<file path="config.mk">
export PLATFORM = sky130hd
export DESIGN_NAME = gspe_status_poll
export DESIGN_NICKNAME = d
export VERILOG_FILES = /design/src/gspe_pkg.sv /design/src/gspe_status_poll.sv
export VERILOG_INCLUDE_DIRS = /design/src /design/src/src
export SDC_FILE = /design/constraint.sdc
export NUM_CORES = 1
export LEC_CHECK = 0
export BUFFER_PORTS_ARGS = -buffer_cell sky130_fd_sc_hd__buf_2
export CAP_MARGIN = 20
export CORE_MARGIN = 3
export CORE_UTILIZATION = 38
export DETAILED_ROUTE_END_ITERATION = 8
export PLACE_DENSITY = 0.76
export SLEW_MARGIN = 20
export SYNTH_ARGS = -nofsm -noshare
export SYNTH_HDL_FRONTEND = slang
export SYNTH_SLANG_ARGS = --single-unit
</file>
<file path="constraint.sdc">
create_clock -name clk_in -period 3.9 [get_ports clk_in]
set_clock_uncertainty 0.1 [all_clocks]
set_input_delay 0.195 -clock clk_in [delete_from_list [all_inputs] [get_ports clk_in]]
set_output_delay 0.195 -clock clk_in [all_outputs]
set_load 0.1 [all_outputs]
</file>
<file path="src/gspe_map.svh">
// Constants for the status and poll enable block
`ifndef GSPE_MAP_SVH
`define GSPE_MAP_SVH

// Status byte bit positions
`define GSPE_STB_MAV_BIT      4
`define GSPE_STB_ESB_BIT      5
`define GSPE_STB_MSS_BIT      6

// Reset values
`define GSPE_SRE_RESET        8'hbf
`define GSPE_PRE_RESET        16'hffff

// Service request mask: bit 6 can never be stored
`define GSPE_SRE_WRITE_MASK   8'hbf

// Parallel poll mode codes
`define GSPE_PPM_NONE_S1      5'h00
`define GSPE_PPM_LAST_S1      5'h08
`define GSPE_PPM_LAST_S0      5'h10
`define GSPE_PPM_NONE_S0      5'h11

// Acknowledge characters
`define GSPE_ACK_OK           8'h30
`define GSPE_ACK_ERR          8'h3f

`endif

</file>
<file path="src/gspe_pkg.sv">
// Types for the status and poll enable block
package gspe_pkg;

  // Command strobes from the command parser
  typedef struct packed {
    logic        sre_write;
    logic [7:0]  sre_value;
    logic        pre_write;
    logic [16:0] pre_value;   // Bit 16 flags an out-of-range decimal
    logic        clear_status;
    logic        ppm_write;
    logic [4:0]  ppm_value;
  } gspe_cmd_type;

  // Parallel poll answer presented to the bus interface
  typedef struct packed {
    logic        respond;
    logic [2:0]  line;
    logic        sense;
  } gspe_poll_type;

endpackage : gspe_pkg

</file>
<file path="src/gspe_status_poll.sv">
// Service request and parallel poll enable logic with status byte summary
// ----------------------------------------------------------------------------
// Overview of operation
// - Service request enable query returns the 8-bit mask; bit 6 is never set.
// - Mask bit 5 set: event summary bit raises master summary and service request.
// - Clear status empties event registers and output buffer, and the summary bit unless an event sets it in the same cycle; no reply.
// - Individual status reads 1 when any status bit and its enable bit are set.
// - Parallel poll enable write carries a 16-bit mask 0 to 65535, stored as given.
// - Any enabled pair set makes the device answer a poll on the line/sense of modes 1-16.
// - Parallel poll enable mask comes out of reset as all ones.
// - Parallel poll enable write acknowledges with 0, or question mark on error.
// - A zero enable mask gives no parallel poll answer at all.
// - Mask 64 answers a poll only while master summary is set.
// - Status byte: 16 message waiting, 32 event summary, 64 service request.
// - Mode 0 none, 1-8 sense 1, 9-16 sense 0, 17 none with sense 0.
// ----------------------------------------------------------------------------
`include "gspe_map.svh"
`timescale 1ns/1ps
`default_nettype none

module gspe_status_poll (
  input  wire logic                  clk_in,
  input  wire logic                  sys_rst_in,
  input  wire logic                  clk_en_in,
  input  wire gspe_pkg::gspe_cmd_type cmd_in,
  input  wire logic                  event_set_in,
  input  wire logic                  msg_avail_in,
  input  wire logic [15:0]           other_status_in,
  output logic [7:0]                 sre_mask_out,
  output logic [15:0]                pre_mask_out,
  output logic [15:0]                status_byte_out,
  output logic                       ist_out,
  output logic                       srq_out,
  output gspe_pkg::gspe_poll_type    poll_out,
  output logic [4:0]                 ppm_out,
  output logic                       ack_valid_out,
  output logic [7:0]                 ack_char_out,
  output logic                       flush_out
);
  import gspe_pkg::*;

  // --------------------------------------------------------------------------
  // Registers
  // --------------------------------------------------------------------------
  logic [7:0]  service_request_enable_mask;
  logic [15:0] parallel_poll_enable_mask;
  logic [4:0]  parallel_poll_line_sense_setting;
  logic        event_summary;
  logic        ack_valid;
  logic [7:0]  ack_char;
  logic        flush;

  // --------------------------------------------------------------------------
  // Status byte assembly
  // --------------------------------------------------------------------------
  wire         mss;
  wire [15:0]  stb_low;
  wire [15:0]  status_byte;
  wire         pre_ok;
  wire         ist;
  wire         mode_has_line;

  // Status byte without MSS; MSS bit is excluded from the service summary
  assign stb_low = {other_status_in[15:7], 1'b0, event_summary, msg_avail_in, other_status_in[3:0]};
  assign mss = |(stb_low[7:0] & service_request_enable_mask);
  assign status_byte = stb_low | ({15'h0000, mss} << `GSPE_STB_MSS_BIT);
  // Combinational so a poll never sees a stale mask
  assign ist = |(status_byte & parallel_poll_enable_mask);
  assign pre_ok = ~cmd_in.pre_value[16];
  assign mode_has_line = (parallel_poll_line_sense_setting != `GSPE_PPM_NONE_S1) &&
                         (parallel_poll_line_sense_setting <= `GSPE_PPM_LAST_S0);

  // --------------------------------------------------------------------------
  // Mask and mode registers
  // --------------------------------------------------------------------------
  always_ff @(posedge clk_in or posedge sys_rst_in) begin
    if (sys_rst_in) begin
      service_request_enable_mask      <= `GSPE_SRE_RESET;
      parallel_poll_enable_mask        <= `GSPE_PRE_RESET;
      parallel_poll_line_sense_setting <= `GSPE_PPM_NONE_S1;
    end else if (clk_en_in) begin
      if (cmd_in.sre_write)
        service_request_enable_mask <= cmd_in.sre_value & `GSPE_SRE_WRITE_MASK;
      if (cmd_in.pre_write && pre_ok)
        parallel_poll_enable_mask <= cmd_in.pre_value[15:0];
      if (cmd_in.ppm_write && cmd_in.ppm_value <= `GSPE_PPM_NONE_S0)
        parallel_poll_line_sense_setting <= cmd_in.ppm_value;
    end
  end

  // --------------------------------------------------------------------------
  // Event summary: set wins over clear so an event is never lost
  // --------------------------------------------------------------------------
  always_ff @(posedge clk_in or posedge sys_rst_in) begin
    if (sys_rst_in) begin
      event_summary <= 1'b0;
    end else if (clk_en_in) begin
      if (event_set_in)
        event_summary <= 1'b1;
      else if (cmd_in.clear_status)
        event_summary <= 1'b0;
    end
  end

  // --------------------------------------------------------------------------
  // Acknowledge and flush strobes; clear status gives no acknowledge
  // --------------------------------------------------------------------------
  always_ff @(posedge clk_in or posedge sys_rst_in) begin
    if (sys_rst_in) begin
      ack_valid <= 1'b0;
      ack_char  <= 8'h00;
      flush     <= 1'b0;
    end else if (clk_en_in) begin
      ack_valid <= cmd_in.pre_write;
      ack_char  <= pre_ok ? `GSPE_ACK_OK : `GSPE_ACK_ERR;
      flush     <= cmd_in.clear_status;
    end
  end

  // --------------------------------------------------------------------------
  // Outputs
  // --------------------------------------------------------------------------
  assign sre_mask_out    = service_request_enable_mask;
  assign pre_mask_out    = parallel_poll_enable_mask;
  assign status_byte_out = status_byte;
  assign ist_out         = ist;
  assign srq_out         = mss;
  assign ppm_out         = parallel_poll_line_sense_setting;
  assign poll_out.respond = ist && mode_has_line;
  assign poll_out.line   = (parallel_poll_line_sense_setting <= `GSPE_PPM_LAST_S1) ?
                           3'(parallel_poll_line_sense_setting - 5'h01) :
                           3'(parallel_poll_line_sense_setting - 5'h09);
  assign poll_out.sense  = (parallel_poll_line_sense_setting <= `GSPE_PPM_LAST_S1);
  assign ack_valid_out   = ack_valid;
  assign ack_char_out    = ack_char;
  assign flush_out       = flush;
endmodule : gspe_status_poll

`default_nettype wire

</file>
==> results of run 1 <==
cell families (layout without fill, tap and decap cells):
group                    count (synthesis)  count (layout)
buffers and inverters                   32             125
adder cells (fa/ha/maj)                  1               1
other                                    1               3
AO/OA/AOI/OAI                           17              17
XOR/XNOR                                 1               1
flip-flops                              33              33
AND/OR/NAND/NOR                         11              11
multiplexers                            30              30
report_power, final:
part           switching, mW  internal (mW)  leakage [nW]
logic                  0.757          0.143         0.675
registers             0.0446          0.431         0.356
clock network          0.125          0.208        0.0585
total                  0.927          0.782          1.09
worst max-delay path by stage:
stage	slack (ps)	from	end
after floorplan	120	ppm_out[0]$_DFFE_PP0P_	poll_out[3]
after detailed placement	1970	event_summary$_DFFE_PP0P_	ist_out
after global placement	1970	event_summary$_DFFE_PP0P_	ist_out
final	1670	event_summary$_DFFE_PP0P_	ist_out
after CTS	1650	event_summary$_DFFE_PP0P_	ist_out
after global routing	1490	event_summary$_DFFE_PP0P_	ist_out
stage by stage:
step                power [mW]  cells  setup slack (ps)  hold slack, ps  cell area (µm²)
floorplan                 1.27    128               120             207             1630
global placement          1.38    262              1970             208             2060
detailed placement        1.39    262              1970             204             2060
CTS                       1.73    271              1650            25.1             2180
global route              1.78    271              1490            27.4             2180
finish                    1.71    271              1670            35.5             2180
timing repair:
item,CTS,global route
hold endpoints to repair,10,0
setup buffers,0,0
hold buffers,1,0
layer usage:
metal / up-vias / global-route usage [%] / routed length [µm]
li1: 612 / - / -
met1: 629 / 19.4 / 1530
met2: 83 / 25.6 / 1840
met3: 9 / 6.45 / 441
met4: 0 / 7.52 / 88
met5: - / 0 / 0
area by class of cell:
| type | instances | share of cell area, % |
|---|---|---|
| clock buffer | 7 | 3.95 |
| clock inverter | 1 | 1.37 |
| inverter | 6 | 1.03 |
| multi-input combinational | 63 | 25.9 |
| sequential | 33 | 39.1 |
| tap | 50 | 2.86 |
| timing repair buffer | 111 | 25.8 |
registers in the layout (all words and copies together), names as in the netlist:
register and cells:
sre_mask_out 7, ppm_out 5, pre_mask_out 16, ack_char_out 2, ack_valid_out 1, event_summary 1
flush_out 1
synth_stat cells, drive strengths merged:
cell type and number:
a31oi 1, o31ai 1, nand3 2, conb 1, o21ai 2, or3 2
dfstp 23, buf 26, nand3b 1, ha 1, mux2 30, nand2 2
and3 1, a22oi 8, a222oi 2, nand4 1, a22o 1, inv 6
o311a 1, dfrtp 10, xor2 1, a21oi 1, or2 1, nand2b 1
critical path, cell delays in order (launching register included):
cell and delay, ps:
dfrtp_1 430, a222oi_1 410, a31oi_1 190, or3_1 320, buf_2 300
==> results.toml, run 1 <==
[critical_path]
crit_path_end_kind = "output pin"
rr_worst_depth = 1
start_kind = "flip-flop"
reg2reg_to = "ack_char_out[3]$_DFFE_PP0P_"
crit_fanout = 4
regToRegStartpoint = "ack_char_out[3]$_DFFE_PP0P_"
path_class = "flip-flop to output pin"
required_ps = 3610
ff2ff_setup_slack_ps = 3000
arrival_ps = 1940

[outcome]
status = "completed"

[clock_tree]
cts-resized-gates = 0
clock-sinks = 33
ctsHtreeMaxLevel = 2
cts_root_buf = "clkbuf_8"
clk_pin_slew_ps = 70
clock_latency_ps = 280
cts_tree = "yes"
cts_made_buffers = 5
cts_buffer_depth = 2

[synth]
syn_area_um2 = 1630
yosysTopAreaCell = "dfstp_2"
yosys.area_share.simple_pct = 4.08
ys_ff_latch = 33
synth_area_leaders = "dfstp_2 (37%), mux2_2 (21%), dfrtp_1 (15%), buf_4 (11%), a22oi_1 (3.7%)"
ys.warnings.count = 0
synthXorXnorAreaFrac_pct = 0.539
synth_top_family_by_area = "multiplexers"
avgSynthCellArea_um2 = 12.9
synth-compound-area-share_pct = 7.93
synth_fa_ha_area_share_pct = 0.770
synthMuxAreaShare_pct = 20.8
yosysTopAreaCellShare_pct = 37.2
seq_area_frac_synth_pct = 52.6
synthCells = 126
ys_types = 25

[floorplan]
rows = 23
chipWidth_um = 71.4
die_h_um = 71.4
core-area_um2 = 4060
die_area_um2 = 5100
initial_core_util_pct = 40.1
num_io_pins = 117

[global_route]
grt_max_degree = 34
grt_pass1_wl_um = 6240
grt_pass1_vias = 1341
grt_overflow_total = 0
antenna_found_initial = 0
grt_usage_pct = 16.2

[sta]
finalHoldViolations = 0
fin_crit_ps = 2230
setup_violations = 0
period_share_pct = 57.2
setup_tns_ps = 0
grt_setup_unrepaired = "false"
fmax_mhz = 448
drv_slew = 0

[finish]
final_common_cell = "buf_2"
layout-drive-gt1-share_pct = 78.3
multi_input_comb_area_um2 = 566
final_cell_mix = "buf_2 (109), mux2_2 (30), dfstp_2 (23)"
n_fill_cell = 359
n_antenna_cell = 0
seq_area_um2 = 855
post-route-util_pct = 53.8
area_growth_syn_to_layout_pct = 34.4
fin_nets = 276

[hold_path]
hold_class = "input port to flip-flop"
min_from = "cmd_in[26]"
hold_end = "sre_mask_out[1]$_DFFE_PP1P_"
whs_path_depth = 2

[job]
maxCapViolations = 0

[drt]
drc = 0
drtPass1Iterations = 4
ant_nets = 0
first_iter_violations = 30
wl_per_cell_um = 14.4
via_per_inst = 4.92
drt_wl_total_um = 3900
via_count = 1333

[placed_design]
gp_congestion = 0.758
place_hpwl_um = 3070
port_buffers = 109

[pwr]
vdd_drop_max_mv = 0.409
power_leakage_nw = 1.09
power_density_nw_per_um2 = 783
(Power assumes the default switching activity.)
==> run 2, diff against run 1 <==
--- a/config.mk
+++ b/config.mk
@@ -6,6 +6,7 @@
 export SDC_FILE = /design/constraint.sdc
 export NUM_CORES = 1
 export LEC_CHECK = 0
+export ABC_AREA = 1
 export BUFFER_PORTS_ARGS = -buffer_cell sky130_fd_sc_hd__buf_2
 export CAP_MARGIN = 20
 export CORE_MARGIN = 3
==> constraint.sdc (replaced) <==
create_clock -name clk_in -period 1.9 [get_ports clk_in]
set_clock_uncertainty 0.1 [all_clocks]
set_input_delay 0.095 -clock clk_in [delete_from_list [all_inputs] [get_ports clk_in]]
set_output_delay 0.095 -clock clk_in [all_outputs]
set_load 0.1 [all_outputs]
==> run 2 against run 1 <==
Via count rose by 28%. Die area is 11% higher. Design area rose by 29%. Non-clock buffer count rose by 34. Power up 100%. Sequential share of layout area decreased by 7.7 points. Area after synthesis is 12% higher. Critical path depth up 1.
==> results.toml, run 2 <==
[outcome]
status = "completed"

[clock_tree]
cts_buffer_depth = 2
cts_tree = "yes"
cts_made_buffers = 5
clock_latency_ps = 280
clk_pin_slew_ps = 60
clock-sinks = 33
ctsHtreeMaxLevel = 2
cts_root_buf = "clkbuf_8"

[floorplan]
die_h_um = 75.2
initial_core_util_pct = 40.4
num_io_pins = 117
die_area_um2 = 5660
rows = 24
core-area_um2 = 4500
chipWidth_um = 75.2

[placed_design]
place_ws_ps = 351
gp_congestion = 0.702
port_buffers = 109
place_hpwl_um = 3550

[synth]
synthFlopType = "dfstp_2"
ys_ff_latch = 33
synth_area_leaders = "dfstp_2 (33%), nand2_1 (15%), dfrtp_1 (14%), buf_4 (9.9%), o21ai_2 (7.7%)"
yosysMostFrequentCell = "nand2_1"
async_flop_share_pct = 100
syn_area_um2 = 1820
synthTopCellsByCount = "nand2_1 (75), inv_1 (25), buf_4 (24)"
yosysTopAreaCellShare_pct = 33.2
ys_types = 19
synthCells = 208
avgSynthCellArea_um2 = 8.76
yosysTopAreaCell = "dfstp_2"
ys.warnings.count = 0
seq_area_frac_synth_pct = 46.9
synth-edff-count = 0

[critical_path]
required_ps = 1700
crit_fanout = 3
crit_path_end_kind = "output pin"
arrival_ps = 1630
start_kind = "flip-flop"
path_class = "flip-flop to output pin"

[sta]
finalHoldViolations = 0
slew_headroom_pct = 65.1
timing.final.ws_setup_ps = 75.3
drv_slew = 0
fmax_mhz = 548
grt_setup_unrepaired = "false"
fin_crit_ps = 1820
setup_violations = 0
setup_tns_ps = 0
worst_pin_slew_ps = 523
period_share_pct = 96.0

[drt]
ant_nets = 0
drtPass1Iterations = 4
via_count = 1700
via_per_inst = 4.39
drt_wl_total_um = 4670
wl_per_cell_um = 12.1
first_iter_violations = 60
drc = 0

[global_route]
grt_pass1_wl_um = 7380
antenna_found_initial = 0
grt_usage_pct = 17.2
grt_max_degree = 33
grt_pass1_vias = 1690
grt_overflow_total = 0

[hold_path]
hold_class = "input port to flip-flop"

[finish]
area_growth_syn_to_layout_pct = 54.5
n_fill_cell = 398
n_antenna_cell = 0
largest_reg_flops = 16
fin_nets = 390
final_cell_mix = "buf_2 (107), nand2_1 (71), dlygate4sd3_1 (32)"
layout-drive-gt1-share_pct = 54.0
final_common_cell = "buf_2"

[job]
maxCapViolations = 0

[pwr]
power_density_nw_per_um2 = 1210
vdd_drop_max_mv = 0.633
power_leakage_nw = 1.50
==> run 2: changes by cell type after synthesis, sizes merged, moves of 2 or more <==
cell	change
o21ai	+14
mux2	-23
a22oi	-8
or3	-2
nand2	+74
a222oi	-2
buf	+2
nor2	+8
nand3	+3
inv	+19
==> run 2: metal layers <==
layer  track usage [%]  vias to the layer above  part of all wire (%)
met1              18.7                      761                    41
met4              6.41                        0                   1.1
met2              32.3                       74                    50
li1                  -                      858                     -
met5                 0                        -                     0
met3              4.01                        7                   7.5
==> run 2: timing repair <==
item                                    4_1_cts  5_1_grt
endpoints found under the setup margin        0        1
gates resized for setup                       0        2
endpoints found under the hold margin        35        0
setup buffers                                 0        1
hold buffers                                 32        0
==> run 2: worst paths after layout <==
path,cells past startpoint,slack (ps),end,startpoint
hold / removal,3,20,ppm_out[2]$_DFFE_PP0P_,cmd_in[2]
setup reg to reg,3,980,pre_mask_out[15]$_DFFE_PP1P_,pre_mask_out[15]$_DFFE_PP1P_
setup / recovery,5,80,poll_out[0],ppm_out[0]$_DFFE_PP0P_
max in group asynchronous,4,760,pre_mask_out[1]$_DFFE_PP1P_,sys_rst_in
hold reg to reg,2,370,flush_out$_DFFE_PP0P_,flush_out$_DFFE_PP0P_
min in group asynchronous,3,300,ack_char_out[3]$_DFFE_PP0P_,sys_rst_in
==> run 2: logic make-up after synthesis <==
family,share of synthesized area (%)
xor+xnor,0.962
other cells,0.206
compound gates,9.89
flops,46.9
fa+ha+maj,0.687
mux,4.33
buf+inv,17.5
simple gates,19.5
==> run 2: final cells by class <==
type | instances | area, µm² | share of cell area, %
repair buffers | 145 | 926 | 32.9
multi-input cells | 124 | 758 | 26.9
inverters | 25 | 101 | 3.60
well taps | 52 | 65.1 | 2.31
flip-flops and latches | 33 | 885 | 31.4
clock buffers | 8 | 80.1 | 2.84
==> run 2: per-stage QoR <==
step | instance area, µm² | utilization, % | power, mW | instances | hold slack, ps
final | 2820 | 62.5 | 3.42 | 387 | 18.4
after global routing | 2820 | 62.5 | 3.57 | 387 | 36.9
after CTS | 2810 | 62.3 | 3.45 | 387 | 7.72
after detailed placement | 2410 | 53.4 | 2.89 | 347 | 60.8
after global placement | 2410 | 53.4 | 2.87 | 347 | 55.0
after floorplan | 1960 | - | 2.62 | 210 | 102
==> run 2: report_power, final <==
part,switching [mW],internal [mW]
registers,0.0911,0.879
logic,1.57,0.388
clock network,0.232,0.260
==> run 2: worst max-delay path, cell delays in order (launching register included) <==
cell and delay [ps]:
dfrtp_4 490, clkinvlp_4 90, ha_4 170, nand2_4 70, a21oi_2 100, buf_2 430
